==> src/dic_pkg.sv <==
// package: constants and types for the dsp interrupt and low power control
package dic_pkg;
  // ---------------------------------------------------------------
  // register map (word addresses on the plain register port)
  // ---------------------------------------------------------------
  localparam logic [3:0] ADDR_MASK = 4'h0;
  localparam logic [3:0] ADDR_CTRL = 4'h1;
  localparam logic [3:0] ADDR_FORCE = 4'h2;
  localparam logic [3:0] ADDR_PEND = 4'h3;
  localparam logic [3:0] ADDR_STAT = 4'h4;
  localparam logic [3:0] ADDR_CMD = 4'h5;
  localparam logic [3:0] ADDR_ABCTL0 = 4'h6;
  localparam logic [15:0] ADDR_ABCTL0_DM = 16'h3FF3;
  // ---------------------------------------------------------------
  // sources, index 0 = highest maskable priority
  // ---------------------------------------------------------------
  localparam int NSRC = 10;
  localparam int SRC_EXT2 = 0;
  localparam int SRC_SW1 = 5;
  localparam int SRC_SW0 = 6;
  localparam int SRC_SP1T = 7;
  localparam int SRC_SP1R = 8;
  localparam logic [13:0] VEC_RESET = 14'h0000;
  localparam logic [13:0] VEC_PWD = 14'h002C;
  localparam logic [13:0] VEC_BASE = 14'h0004;
  localparam logic [13:0] VEC_STEP = 14'h0004;
  // ---------------------------------------------------------------
  // control register fields
  // ---------------------------------------------------------------
  localparam int CTRL_EDGE0 = 0;
  localparam int CTRL_EDGE2 = 2;
  localparam int CTRL_NEST = 4;
  localparam int CTRL_SP1CFG = 5;
  localparam int CTRL_XTALOFF = 6;
  localparam int CTRL_POWERUP_CONTEXT_RESET_BIT = 7;
  localparam int ABCTL_CLOCK_OUTPUT_DISABLE_BIT = 14;
  localparam logic [15:0] MASK_RST = 16'h0000;
  localparam logic [15:0] CTRL_RST = 16'h0000;
  // command codes
  localparam logic [3:0] CMD_ENA = 4'h1;
  localparam logic [3:0] CMD_DIS = 4'h2;
  localparam logic [3:0] CMD_IDLE = 4'h3;
  localparam logic [3:0] CMD_RTI = 4'h4;
  localparam logic [3:0] CMD_PWDN = 4'h5;
  localparam logic [3:0] CMD_PWDF = 4'h6;
  // ---------------------------------------------------------------
  // timing: input clock is half the 10 MHz processor clock
  // ---------------------------------------------------------------
  localparam int CLK_MHZ = 10;
  localparam int INPUT_CLOCK_PIN_PER_CYC = 2;
  localparam int WAKE_INPUT_CLOCK_PIN = 100;
  localparam int XTAL_INPUT_CLOCK_PIN = 4096;
  localparam int WAKE_CYC = WAKE_INPUT_CLOCK_PIN * INPUT_CLOCK_PIN_PER_CYC;
  localparam int XTAL_CYC = XTAL_INPUT_CLOCK_PIN * INPUT_CLOCK_PIN_PER_CYC;
  localparam int STACK_DEPTH = 12;
  localparam int DIV_W = 8;
  // one-hot states
  typedef enum logic [3:0] {
    ST_RUN = 4'h1,
    ST_IDLE = 4'h2,
    ST_PWDN = 4'h4,
    ST_WAKE = 4'h8
  } dic_state_t;
  // vector handed to the sequencer
  typedef struct packed {
    logic valid;
    logic [13:0] addr;
  } dic_vec_t;
endpackage

==> src/dic_sync.sv <==
// three-stage input synchroniser with agreement filter
`timescale 1ns/1ps
module dic_sync
  import dic_pkg::*;
#(
  parameter logic INIT = 1'b1
) (
  input wire logic clk_sys,
  input wire logic resetn,
  input wire logic din,
  output logic dout
);
  logic s1;
  logic s2;
  logic s3;
  // a change counts only once stages two and three agree
  always_ff @(posedge clk_sys) begin
    if (!resetn) begin
      s1 <= INIT;
      s2 <= INIT;
      s3 <= INIT;
      dout <= INIT;
    end else begin
      s1 <= din;
      s2 <= s1;
      s3 <= s2;
      if (s2 == s3) begin
        dout <= s3;
      end
    end
  end
endmodule

==> src/dic_ctrl.sv <==
// interrupt priority, masking, vectoring and low power control
//
// Our own choices: the address-and-strobe port and the placing of the registers.
`timescale 1ns/1ps
module dic_ctrl
  import dic_pkg::*;
#(
  parameter int WAKE_CYCLES = WAKE_CYC,
  parameter int XTAL_CYCLES = XTAL_CYC
) (
  input wire logic clk_sys,
  input wire logic resetn,
  input wire logic [3:0] regAddr,
  input wire logic [15:0] regWdata,
  input wire logic regWr,
  input wire logic regRd,
  output logic [15:0] regRdata,
  input wire logic ext_int_req_0_n,
  input wire logic ext_int_req_1_n,
  input wire logic ext_int_req_2_n,
  input wire logic powerdown_request_pin_n,
  input wire logic hostSoftReset,
  input wire logic [3:0] periphReq,
  input wire logic timerReq,
  input wire logic [15:0] statusIn,
  output logic [15:0] statusOut,
  output logic vecValid,
  output logic [13:0] vecAddr,
  input wire logic vecTaken,
  output logic coreRun,
  output logic contextClear,
  output logic slowTick,
  output logic processor_clock_output,
  output logic powerdown_ack_pin
);
  // ---------------------------------------------------------------
  // input synchronisers
  // ---------------------------------------------------------------
  logic [3:0] pinRaw;
  logic [3:0] pinSync;
  assign pinRaw = {powerdown_request_pin_n, ext_int_req_2_n,
                   ext_int_req_1_n, ext_int_req_0_n};
  genvar gi;
  generate
    for (gi = 0; gi < 4; gi++) begin : g_sync
      dic_sync #(.INIT(1'b1)) u_sync (
        .clk_sys(clk_sys),
        .resetn(resetn),
        .din(pinRaw[gi]),
        .dout(pinSync[gi])
      );
    end
  endgenerate

  // ---------------------------------------------------------------
  // registers and register port
  // ---------------------------------------------------------------
  logic [15:0] interrupt_mask_reg;
  logic [15:0] interrupt_control_reg;
  logic [15:0] abCtl0;
  logic globalEn;
  logic maskBlock;
  logic [NSRC-1:0] pend;
  logic [3:0] pinPrev;
  logic pwdPend;
  dic_state_t state;
  dic_state_t next_state;
  logic [DIV_W-1:0] divSel;
  logic [DIV_W-1:0] divCnt;
  logic [13:0] wakeCnt;
  logic [3:0] sp;
  logic [15:0] stack [STACK_DEPTH];
  logic [NSRC:0] activeLvl;

  wire wrMask = regWr && regAddr == ADDR_MASK;
  wire wrCtrl = regWr && regAddr == ADDR_CTRL;
  wire wrForce = regWr && regAddr == ADDR_FORCE;
  wire wrCmd = regWr && regAddr == ADDR_CMD;
  wire wrAb = regWr && regAddr == ADDR_ABCTL0;
  wire [3:0] cmd = regWdata[3:0];
  wire sp1Irq = interrupt_control_reg[CTRL_SP1CFG];

  // decode of the read mux; force register reads as zero
  logic [15:0] rdMux;
  assign rdMux = (regAddr == ADDR_MASK) ? interrupt_mask_reg :
                 (regAddr == ADDR_CTRL) ? interrupt_control_reg :
                 (regAddr == ADDR_PEND) ? 16'(pend) :
                 (regAddr == ADDR_STAT) ?
                   {8'h00, 4'(state), globalEn, pwdPend, 2'h0} :
                 (regAddr == ADDR_ABCTL0) ? abCtl0 : 16'h0000;

  always_ff @(posedge clk_sys) begin
    if (!resetn) begin
      regRdata <= 16'h0000;
    end else if (regRd) begin
      regRdata <= rdMux;
    end
  end

  // control registers; mask cleared by reset
  always_ff @(posedge clk_sys) begin
    if (!resetn) begin
      interrupt_mask_reg <= MASK_RST;
      interrupt_control_reg <= CTRL_RST;
      abCtl0 <= 16'h0000;
    end else begin
      if (wrMask) interrupt_mask_reg <= regWdata;
      if (wrCtrl) interrupt_control_reg <= regWdata;
      if (wrAb) abCtl0 <= regWdata;
    end
  end

  // global enable; mask write blocks one cycle
  always_ff @(posedge clk_sys) begin
    if (!resetn) begin
      globalEn <= 1'b1;
      maskBlock <= 1'b0;
    end else begin
      maskBlock <= wrMask;
      if (wrCmd && cmd == CMD_ENA) globalEn <= 1'b1;
      if (wrCmd && cmd == CMD_DIS) globalEn <= 1'b0;
    end
  end

  // ---------------------------------------------------------------
  // request detection
  // ---------------------------------------------------------------
  // ext0/1 live on serial port one pins only when reconfigured
  wire [2:0] extLvl = {~pinSync[2], ~pinSync[1] & sp1Irq,
                       ~pinSync[0] & sp1Irq};
  wire [2:0] extFall = {pinPrev[2] & ~pinSync[2],
                        pinPrev[1] & ~pinSync[1] & sp1Irq,
                        pinPrev[0] & ~pinSync[0] & sp1Irq};
  wire [2:0] extEdgeSel = interrupt_control_reg[CTRL_EDGE2:CTRL_EDGE0];
  wire [2:0] extLevelReq = extLvl & ~extEdgeSel;
  wire [2:0] extEdgeReq = extFall & extEdgeSel;
  wire pwdFall = pinPrev[3] & ~pinSync[3];
  // release of the pin ends powerdown; a pin held high never does
  wire pwdRise = ~pinPrev[3] & pinSync[3];

  // raw request vector by priority slot
  logic [NSRC-1:0] levelReq;
  logic [NSRC-1:0] eventReq;
  assign levelReq = {1'b0,
                     sp1Irq ? extLevelReq[0] : 1'b0,
                     sp1Irq ? extLevelReq[1] : 1'b0,
                     2'b00, 4'h0, extLevelReq[2]};
  assign eventReq = {timerReq,
                     sp1Irq ? extEdgeReq[0] : periphReq[3],
                     sp1Irq ? extEdgeReq[1] : periphReq[2],
                     4'h0, periphReq[1:0], extEdgeReq[2]};

  wire swForce = wrForce;
  wire [1:0] swSet = swForce ? regWdata[1:0] : 2'b00;
  wire [1:0] swClr = swForce ? regWdata[9:8] : 2'b00;

  // selection: mask gate, then fixed priority
  logic [NSRC-1:0] live;
  logic [NSRC-1:0] gated;
  logic [3:0] selIdx;
  logic selAny;
  assign live = pend | levelReq;
  assign gated = live & interrupt_mask_reg[NSRC-1:0];
  always_comb begin
    selIdx = 4'h0;
    selAny = 1'b0;
    for (int i = NSRC - 1; i >= 0; i--) begin
      if (gated[i]) begin
        selIdx = 4'(i);
        selAny = 1'b1;
      end
    end
  end

  // nesting admits only higher priority than the active level
  logic [NSRC:0] higherMask;
  // nothing outranks a running powerdown handler
  assign higherMask = (activeLvl == '0) ? {(NSRC+1){1'b1}} :
                      activeLvl[NSRC] ? '0 :
                      ((activeLvl & -activeLvl) - 1'b1);
  wire nestOk = interrupt_control_reg[CTRL_NEST] ?
                higherMask[selIdx] : (activeLvl == '0);
  // slow idle only looks at requests on its divided tick
  wire canServe = globalEn && !maskBlock && state != ST_PWDN
                  && state != ST_WAKE
                  && (state != ST_IDLE || slowTick);
  wire takePwd = canServe && pwdPend && activeLvl[NSRC] == 1'b0
                 && (interrupt_control_reg[CTRL_NEST] ||
                     activeLvl == '0);
  wire takeSrc = canServe && !takePwd && !pwdPend && selAny && nestOk;
  // a take never shares a cycle with a return, so the stack stays sane
  wire takeAny = (takePwd || takeSrc) && !vecValid
                 && sp != 4'(STACK_DEPTH) && !(wrCmd && cmd == CMD_RTI);

  // pending flags: a set in the clearing cycle wins
  always_ff @(posedge clk_sys) begin
    if (!resetn) begin
      pend <= '0;
      pinPrev <= 4'hF;
      pwdPend <= 1'b0;
    end else begin
      pinPrev <= pinSync;
      // one assignment, so a set in the same cycle beats every clear
      pend <= (pend & ~((takeAny && takeSrc) ? NSRC'(1) << selIdx : '0)
               & ~(NSRC'(swClr[1]) << SRC_SW1)
               & ~(NSRC'(swClr[0]) << SRC_SW0))
              | eventReq | (NSRC'(swSet[1]) << SRC_SW1)
              | (NSRC'(swSet[0]) << SRC_SW0);
      // powerdown request is edge only and unmaskable
      if (takeAny && takePwd) pwdPend <= 1'b0;
      if (pwdFall || (wrCmd && cmd == CMD_PWDF)) pwdPend <= 1'b1;
    end
  end

  // ---------------------------------------------------------------
  // vector output and status stack
  // ---------------------------------------------------------------
  wire [13:0] srcVec = VEC_BASE + 14'(selIdx) * VEC_STEP;
  wire doRti = wrCmd && cmd == CMD_RTI && sp != 4'h0;
  always_ff @(posedge clk_sys) begin
    if (!resetn) begin
      vecValid <= 1'b1;
      vecAddr <= VEC_RESET;
      sp <= 4'h0;
      activeLvl <= '0;
      statusOut <= 16'h0000;
    end else begin
      if (vecValid && vecTaken) vecValid <= 1'b0;
      if (takeAny) begin
        vecValid <= 1'b1;
        vecAddr <= takePwd ? VEC_PWD : srcVec;
        stack[sp] <= statusIn;
        sp <= sp + 4'h1;
        activeLvl <= activeLvl | (takePwd ? (NSRC+1)'(1) << NSRC :
                                  (NSRC+1)'(1) << selIdx);
      end else if (doRti) begin
        statusOut <= stack[sp - 4'h1];
        sp <= sp - 4'h1;
        // powerdown handler is always innermost when it is active
        activeLvl <= activeLvl[NSRC] ? {1'b0, activeLvl[NSRC-1:0]}
                                     : activeLvl & (activeLvl - 1'b1);
      end
    end
  end

  // ---------------------------------------------------------------
  // low power state machine
  // ---------------------------------------------------------------
  wire [DIV_W-1:0] reqDiv = (regWdata[7:4] == 4'h4) ? 8'h0F :
                            (regWdata[7:4] == 4'h5) ? 8'h1F :
                            (regWdata[7:4] == 4'h6) ? 8'h3F :
                            (regWdata[7:4] == 4'h7) ? 8'h7F : 8'h00;
  wire wakeDone = wakeCnt == 14'h0000;
  wire softRstEnd = hostSoftReset && !pinSync[3];
  always_comb begin
    next_state = state;
    unique case (state)
      ST_RUN: begin
        if (wrCmd && cmd == CMD_IDLE) next_state = ST_IDLE;
        if (wrCmd && cmd == CMD_PWDN && activeLvl[NSRC])
          next_state = ST_PWDN;
      end
      ST_IDLE: begin
        if ((selAny || pwdPend) && slowTick) next_state = ST_RUN;
      end
      ST_PWDN: begin
        if (pwdRise || softRstEnd) next_state = ST_WAKE;
      end
      ST_WAKE: begin
        if (wakeDone) next_state = ST_RUN;
      end
    endcase
  end

  always_ff @(posedge clk_sys) begin
    if (!resetn) begin
      state <= ST_RUN;
      divSel <= '0;
      divCnt <= '0;
      wakeCnt <= 14'h0000;
      coreRun <= 1'b1;
      contextClear <= 1'b0;
      powerdown_ack_pin <= 1'b0;
      slowTick <= 1'b1;
    end else begin
      state <= next_state;
      if (state == ST_RUN && wrCmd && cmd == CMD_IDLE) divSel <= reqDiv;
      divCnt <= (divCnt >= divSel) ? '0 : divCnt + 1'b1;
      slowTick <= (next_state != ST_IDLE) || (divCnt >= divSel);
      if (state == ST_PWDN && next_state == ST_WAKE)
        wakeCnt <= interrupt_control_reg[CTRL_XTALOFF] ?
                   14'(XTAL_CYCLES - 1) : 14'(WAKE_CYCLES - 1);
      else if (!wakeDone) wakeCnt <= wakeCnt - 14'h0001;
      coreRun <= next_state == ST_RUN;
      powerdown_ack_pin <= next_state == ST_PWDN;
      contextClear <= state == ST_WAKE && wakeDone
                      && interrupt_control_reg[CTRL_POWERUP_CONTEXT_RESET_BIT];
    end
  end

  // clock output: off when disabled, in powerdown, divided in slow idle
  always_ff @(posedge clk_sys) begin
    if (!resetn) begin
      processor_clock_output <= 1'b0;
    end else begin
      processor_clock_output <= !abCtl0[ABCTL_CLOCK_OUTPUT_DISABLE_BIT] && state != ST_PWDN
                                && slowTick && !processor_clock_output;
    end
  end

  // ---------------------------------------------------------------
  // checks
  // ---------------------------------------------------------------
  chk_mask_block: assert property (
    @(posedge clk_sys) disable iff (!resetn) wrMask |=> !takeAny)
    else $error("serviced right after mask write");
  chk_global_dis: assert property (
    @(posedge clk_sys) disable iff (!resetn) !globalEn |-> !takeAny)
    else $error("serviced while disabled");
  chk_pwd_vec: assert property (
    @(posedge clk_sys) disable iff (!resetn) takeAny && takePwd
    |=> vecValid && vecAddr == VEC_PWD) else $error("bad pwd vec");
  chk_ack_state: assert property (
    @(posedge clk_sys) disable iff (!resetn)
    powerdown_ack_pin == (state == ST_PWDN)) else $error("ack mismatch");
  chk_mask_gate: assert property (
    @(posedge clk_sys) disable iff (!resetn)
    takeSrc |-> interrupt_mask_reg[selIdx]) else $error("masked taken");
  chk_wake_time: assert property (
    @(posedge clk_sys) disable iff (!resetn)
    state == ST_WAKE && !interrupt_control_reg[CTRL_XTALOFF]
    |-> ##[0:200] state == ST_RUN) else $error("wake too long");
  chk_stack_depth: assert property (
    @(posedge clk_sys) disable iff (!resetn)
    sp <= 4'(STACK_DEPTH)) else $error("stack overflow");
  chk_en_reset: assert property (
    @(posedge clk_sys) !resetn |=> globalEn)
    else $error("enable not set by reset");
  chk_prio: assert property (
    @(posedge clk_sys) disable iff (!resetn)
    takeSrc |-> (gated & ((NSRC)'(1) << selIdx) - 1'b1) == '0)
    else $error("lower priority chosen");
  cov_pwd: cover property (@(posedge clk_sys) state == ST_PWDN);
  cov_idle: cover property (@(posedge clk_sys) state == ST_IDLE
    ##1 state == ST_RUN);
  cov_nest: cover property (@(posedge clk_sys) takeAny && activeLvl != '0);
endmodule

==> config.mk <==
export PLATFORM = sky130hd
export DESIGN_NAME = dic_ctrl
export DESIGN_NICKNAME = d
export VERILOG_FILES = /design/src/dic_pkg.sv /design/src/dic_sync.sv /design/src/dic_ctrl.sv
export SDC_FILE = /design/constraint.sdc
export NUM_CORES = 1
export LEC_CHECK = 0
export BUFFER_PORTS_ARGS = -buffer_cell sky130_fd_sc_hd__buf_2
export CAP_MARGIN = 15
export CELL_PAD_IN_SITES_DETAIL_PLACEMENT = 1
export CELL_PAD_IN_SITES_GLOBAL_PLACEMENT = 2
export CORE_MARGIN = 10
export CORE_UTILIZATION = 41
export DETAILED_ROUTE_END_ITERATION = 8
export HOLD_SLACK_MARGIN = 0.02
export PLACE_DENSITY = 0.82
export SKIP_LAST_GASP = 1
export SLEW_MARGIN = 20
export SYNTH_ARGS = -nofsm -noshare
export SYNTH_HDL_FRONTEND = slang
export SYNTH_SLANG_ARGS = --single-unit
==> constraint.sdc <==
create_clock -name clk_sys -period 7 [get_ports clk_sys]
set_input_delay 0.7 -clock clk_sys [delete_from_list [all_inputs] [get_ports clk_sys]]
set_output_delay 0.7 -clock clk_sys [all_outputs]
set_load 0.02 [all_outputs]
==> flow_metrics.env, run 1 <==
export IMPL_run_status="finished, final reports clean"
export IMPL_relSlewSlack=0.393
export IMPL_synth_edf_count=192
export IMPL_synth_compound_area_frac=0.116
export IMPL_r2r_slack_ns=2.61
export IMPL_area_delta_synth_final_pct=15.7
export IMPL_cts_buffers=40
export IMPL_fin_setup_tns_ns=0
export IMPL_via_per_inst=5.64
export IMPL_grt_antenna_before_repair=0
export IMPL_placedCellCount=1753
export IMPL_fp_dieW_um=211
export IMPL_reg2reg_to="stack[2][4]$_DFFE_PP_"
export IMPL_clk_root_buffer_cell="clkbuf_16"
export IMPL_drv_cap=0
export IMPL_insertion_delay_ns=0.57
export IMPL_cts_clk_slew_worst_paths_ns=0.06
export IMPL_cts_tree="done"
export IMPL_hold_path_endpoint="g_sync[2].u_sync.s1$_SDFF_PN1_"
export IMPL_fin_crit_sh=0.627
export IMPL_async_reset_ff_frac=0
export IMPL_layout_drive_gt1_share=0.196
export IMPL_vias=10300
export IMPL_routabilityCongestion=0.830
export IMPL_yosysMostFrequentCell="edfxtp_1"
export IMPL_first_global_vias=10800
export IMPL_rows=69
export IMPL_power_leakage_nw=6.06
export IMPL_start_util=0.418
export IMPL_path_class="register to register"
export IMPL_synth_top_family_by_area="simple AND/OR/NAND/NOR gates"
export IMPL_rr_worst_depth=9
export IMPL_grt_pass1_wl_um=63300
export IMPL_power_mw=4.84
export IMPL_gr_total_overflow=0
export IMPL_synth_seq_cells=361
export IMPL_timing_rr_start="interrupt_control_reg[5]$_SDFFE_PN0P_"
export IMPL_fin_skew_ns=0.0254
export IMPL_first_pass_iters=5
export IMPL_largest_reg_flops=192
export IMPL_synth_top_cell_by_area="edfxtp_1"
export IMPL_critPathCaptureType="register"
export IMPL_seq_area_frac_synth=0.611
export IMPL_powerDensity_mw_per_mm2=280
export IMPL_die_y_um=211
export IMPL_rsz0062_at_grt="no"
export IMPL_ant_nets=0
export IMPL_grt_usage=0.182
export IMPL_max_freq_mhz=228
export IMPL_fin_crit_ns=4.39
export IMPL_die_area_sq_mm=0.0446
export IMPL_min_delay_path_depth=2
export IMPL_setup_viol=0
export IMPL_ys_flop_type="edfxtp_1"
export IMPL_dp_hpwl_um=27300
export IMPL_cts_sinks=361
export IMPL_critPathSlowestCell="nor4_2"
export IMPL_core_region_area_sq_mm=0.0358
export IMPL_drv_slew=0
export IMPL_cp_required_ns=7.25
export IMPL_drt_iter0_drc=585
export IMPL_hold_path_class="input port to register"
export IMPL_fin_cells=1827
export IMPL_netlist_area_sq_mm=0.0150
export IMPL_final_nets=1404
export IMPL_h_tree_depth=2
export IMPL_synth_mux_area_frac=0.0910
export IMPL_worstSetupStartpointType="register"
export IMPL_syn_instance_count=1254
export IMPL_critPathArrivalTime_ns=4.64
export IMPL_critPathMaxFanout=18
export IMPL_io_pins=103
export IMPL_grt_max_degree=68
export IMPL_synth_fa_ha_area_frac=0.0159
export IMPL_yosys_area_share_simple=0.124
export IMPL_synth_common_cells="edfxtp_1 (192), dfxtp_1 (169), nand2_1 (155), a21oi_1 (129), nor2_1 (88)"
export IMPL_path_cells="and4bb_1, a211oi_1, o211ai_1, a21boi_1, a311o_2, o31ai_4, nor2_2, nor4_2, buf_4"
export IMPL_largest_register="stack"
export IMPL_yosys_top_cells_area="edfxtp_1 (38%), dfxtp_1 (23%), mux4_2 (7.2%)"
export IMPL_drc=0
export IMPL_synth_cell_types=78
export IMPL_post_cts_setup_buffer_count=0
export IMPL_cts_buffer_depth=3
export IMPL_synth_top_cell_area_share=0.385
export IMPL_critPathMaxStageDelay_ns=0.82
export IMPL_postSynthAreaPerCell_sq_um=11.9
export IMPL_ctsResizeCount=0
export IMPL_postCtsHoldBufs=0
export IMPL_wl_per_cell_um=22.5
export IMPL_worst_pin_slew_ns=0.903
export IMPL_io_buffers=93
export IMPL_synth_xor_area_frac=0.0111
export IMPL_hold_viol=0
export IMPL_wl_um=41000
export IMPL_hp_start="ext_int_req_2_n"
export IMPL_peakVddDrop_mv=0.207
export IMPL_synth_yosys_warnings=0
export IMPL_whs_ns=0.332
[layout by cell type (no fill, tap or decap), drive strengths merged, types with 7 or more instances in the layout]
master | synthesis | final
o21ai | 43 | 43
a21oi | 129 | 129
nor2b | 7 | 7
nor3b | 7 | 7
nor2 | 89 | 89
clkbuf | 67 | 49
conb | 1 | 9
ha | 19 | 19
inv | 27 | 27
clkinv | 0 | 13
xnor2 | 9 | 9
edfxtp | 192 | 192
and2 | 9 | 9
nand2 | 155 | 155
mux2i | 17 | 17
nor4 | 15 | 15
nand3 | 29 | 29
mux4 | 48 | 48
buf | 18 | 115
a31oi | 9 | 9
nor3 | 26 | 26
a222oi | 10 | 10
dfxtp | 169 | 169
xor2 | 10 | 10
nand2b | 28 | 28
mux2 | 10 | 10
a211oi | 26 | 26
[kinds of logic (layout without fill, tap and decap cells)]
group,after synthesis,count (layout)
and+or+nand+nor,390,390
DFF,361,361
AOI/OAI and AO/OA,277,277
buffers and inverters,112,215
muxes,75,75
adders and majority gates,19,19
xor gates and xnor gates,19,19
other,1,10
[layout make-up]
type                    instances  area (sq um)
diodes                          1          2.50
clock buffers                  49          1050
clock inverters                24           317
fillers                      3708         18500
inverters                      27           104
multi-input cells             789          5490
flip-flops and latches        361          9150
well taps                     461           577
repair buffers                115           634
[power breakdown]
group / internal (mW) / total, mW / switching (mW)
registers: 2.28 / 2.32 / 0.0436
clock network: 1.27 / 2.14 / 0.865
logic: 0.158 / 0.385 / 0.227
[per-stage QoR]
stage | util | setup WS (ns) | area, sq um
2_1_floorplan | - | 1.95 | 15000
3_3_place_gp | 0.445 | 2.41 | 15900
3_5_place_dp | 0.445 | 2.35 | 15900
4_1_cts | 0.483 | 2.62 | 17300
5_1_grt | 0.484 | 2.33 | 17300
6_report | 0.484 | 2.61 | 17300
[worst max path at each step]
stage,slack [ns],to,start
2_1_floorplan,1.95,stack[0][0]$_DFFE_PP_,sp[0]$_SDFFE_PN0P_
3_3_place_gp,2.41,stack[2][1]$_DFFE_PP_,regAddr[1]
3_5_place_dp,2.35,stack[2][1]$_DFFE_PP_,regAddr[1]
4_1_cts,2.62,stack[2][4]$_DFFE_PP_,interrupt_control_reg[5]$_SDFFE_PN0P_
5_1_grt,2.33,stack[2][0]$_DFFE_PP_,interrupt_control_reg[5]$_SDFFE_PN0P_
6_report,2.61,stack[2][4]$_DFFE_PP_,interrupt_control_reg[5]$_SDFFE_PN0P_
[layer usage]
layer,track usage,part of all wire
met5,0,0
met4,0.0724,0.033
met3,0.0315,0.048
met2,0.309,0.49
met1,0.227,0.42
[critical path, delay by kind of cell, from the launching register on]
kind                   cells  cell delay, ns
AO/OA/AOI/OAI              5            1.80
AND/OR/NAND/NOR            3            1.45
flip-flops                 1            0.50
buffers and inverters      1            0.32
(Power assumes the default switching activity.)
==> run 2, diff against run 1 <==
==> constraint.sdc (replaced) <==
create_clock -name clk_sys -period 4.48 [get_ports clk_sys]
set_input_delay 0.448 -clock clk_sys [delete_from_list [all_inputs] [get_ports clk_sys]]
set_output_delay 0.448 -clock clk_sys [all_outputs]
set_load 0.02 [all_outputs]
==> flow_metrics.env, run 2 (synthesis gave the netlist of run 1 again) <==
export IMPL_combPwrFrac=0.081
export IMPL_gr_total_overflow=0
export IMPL_whs_ns=0.0963
export IMPL_finalInstanceArea_sq_mm=0.0174
export IMPL_ant_nets=0
export IMPL_clk_root_buffer_cell="clkbuf_16"
export IMPL_peakVddDrop_mv=0.337
export IMPL_routabilityCongestion=0.851
export IMPL_p_sw_mw=1.76
export IMPL_placedCellCount=1760
export IMPL_via_per_inst=5.57
export IMPL_final_common_cell="edfxtp_1"
export IMPL_io_buffers=93
export IMPL_io_pins=103
export IMPL_layout_drive_gt1_share=0.200
export IMPL_cts_buffer_depth=3
export IMPL_final_setup_worst_slack_ns=0.807
export IMPL_run_status="finished, final reports clean"
export IMPL_rsz0062_at_grt="no"
export IMPL_fin_skew_ns=0.0366
export IMPL_critPathCaptureType="register"
export IMPL_critPathMaxStageDelay_ns=0.73
export IMPL_n_fill_cell=3753
export IMPL_fin_crit_sh=0.820
export IMPL_power_frac_clock=0.436
export IMPL_final_cell_mix="edfxtp_1 (192), dfxtp_1 (168), nand2_1 (155), a21oi_1 (129), buf_2 (93)"
export IMPL_use_met1=0.221
export IMPL_dp_slack_ns=0.776
export IMPL_worstSetupStartpointType="register"
export IMPL_cp_required_ns=4.73
export IMPL_cts_tree="done"
export IMPL_grt_antenna_before_repair=0
export IMPL_first_pass_iters=5
export IMPL_path_buf_inv=1
export IMPL_grt_usage=0.183
export IMPL_power_leakage_nw=6.11
export IMPL_fin_crit_ns=3.67
export IMPL_grt_use_met2=0.329
export IMPL_vias=10200
export IMPL_drc=0
export IMPL_antenna_cells=0
export IMPL_rows=69
export IMPL_h_tree_depth=2
export IMPL_powerDensity_mw_per_mm2=432
export IMPL_placed_cell_area_sq_mm=0.0160
export IMPL_die_area_sq_mm=0.0446
export IMPL_cts_buffers=39
export IMPL_drv_cap=0
export IMPL_gr_usage_met3=0.0309
export IMPL_area_delta_synth_final_pct=16.0
export IMPL_critPathMaxFanout=10
export IMPL_grt_max_degree=54
export IMPL_setup_viol=0
export IMPL_path_delay_family="simple AND/OR/NAND/NOR gates"
export IMPL_dp_hpwl_um=28100
export IMPL_cts_sinks=361
export IMPL_max_freq_mhz=272
export IMPL_drt_iter0_drc=493
export IMPL_start_util=0.418
export IMPL_seq_power_share=0.483
export IMPL_ctsResizeCount=0
export IMPL_p_int_mw=5.74
export IMPL_drv_slew=0
export IMPL_insertion_delay_ns=0.56
export IMPL_hold_path_class="input port to register"
export IMPL_relSlewSlack=0.419
export IMPL_wl_um=41000
export IMPL_die_y_um=211
export IMPL_cts_clk_slew_worst_paths_ns=0.06
export IMPL_path_cells="nor4_4, a31oi_1, nor3b_2, nand4b_1, a311o_2, o31ai_4, nor2_2, nor4_2, buf_4"
export IMPL_critPathSlowestCell="nor4_2"
export IMPL_postCtsHoldBufs=0
export IMPL_hold_viol=0
export IMPL_grt_pass1_wl_um=63700
export IMPL_wl_per_cell_um=22.4
export IMPL_largest_reg_flops=192
export IMPL_final_core_util=0.485
export IMPL_r2r_slack_ns=0.81
export IMPL_fp_dieW_um=211
export IMPL_switching_share=0.234
export IMPL_core_region_area_sq_mm=0.0358
export IMPL_grt_busiest_layer="met2"
export IMPL_path_class="register to register"
export IMPL_post_cts_setup_buffer_count=0
export IMPL_first_global_vias=10800
export IMPL_worst_pin_slew_ns=0.872
export IMPL_fin_cells=1832
export IMPL_largest_register="stack"
export IMPL_final_nets=1412
export IMPL_critPathArrivalTime_ns=3.92
==> run 2: stage by stage <==
stage,TNS [ns],power [mW]
floorplan,-21.38,4.12
global placement,0,4.28
CTS,0,7.59
detailed placement,0,4.30
global route,0,7.80
finish,0,7.50
==> run 2: final timing paths <==
check,start,to,cells past startpoint
setup / recovery,activeLvl[10]$_SDFFE_PN0P_,stack[2][3]$_DFFE_PP_,9
hold / removal,powerdown_request_pin_n,g_sync[3].u_sync.s1$_SDFF_PN1_,2
setup reg to reg,activeLvl[10]$_SDFFE_PN0P_,stack[2][3]$_DFFE_PP_,9
hold reg to reg,g_sync[2].u_sync.s1$_SDFF_PN1_,g_sync[2].u_sync.s2$_SDFF_PN1_,1
==> run 2: area by class of cell <==
class / instances / area [sq um] / share of cell area
well taps: 461 / 577 / 0.0332
repair buffers: 124 / 718 / 0.0413
clock buffers: 52 / 1110 / 0.0636
inverters: 27 / 103 / 0.00590
clock inverters: 18 / 228 / 0.0131
flip-flops and latches: 361 / 9150 / 0.527
multi-input cells: 789 / 5490 / 0.316
==> run 2: worst register-to-register path: cells and delay by family (launching register included) <==
kind	cells	cell delay (ns)
compound gates	3	0.81
flops	1	0.41
simple gates	5	1.79
buf+inv	1	0.34
==> run 2: layer usage <==
metal	vias to the layer above	part of all wire
met5	-	0
met4	0	0.021
met3	57	0.037
met2	185	0.52
met1	5163	0.42
li1	4794	-
==> run 2: power by group through the flow <==
stage / combinational, mW / clock, mW / sequential (mW)
after floorplan: 0.433 / 0 / 3.69
after global placement: 0.589 / 0 / 3.69
after detailed placement: 0.607 / 0 / 3.69
after CTS: 0.611 / 3.36 / 3.62
after global routing: 0.679 / 3.49 / 3.63
final: 0.606 / 3.27 / 3.62
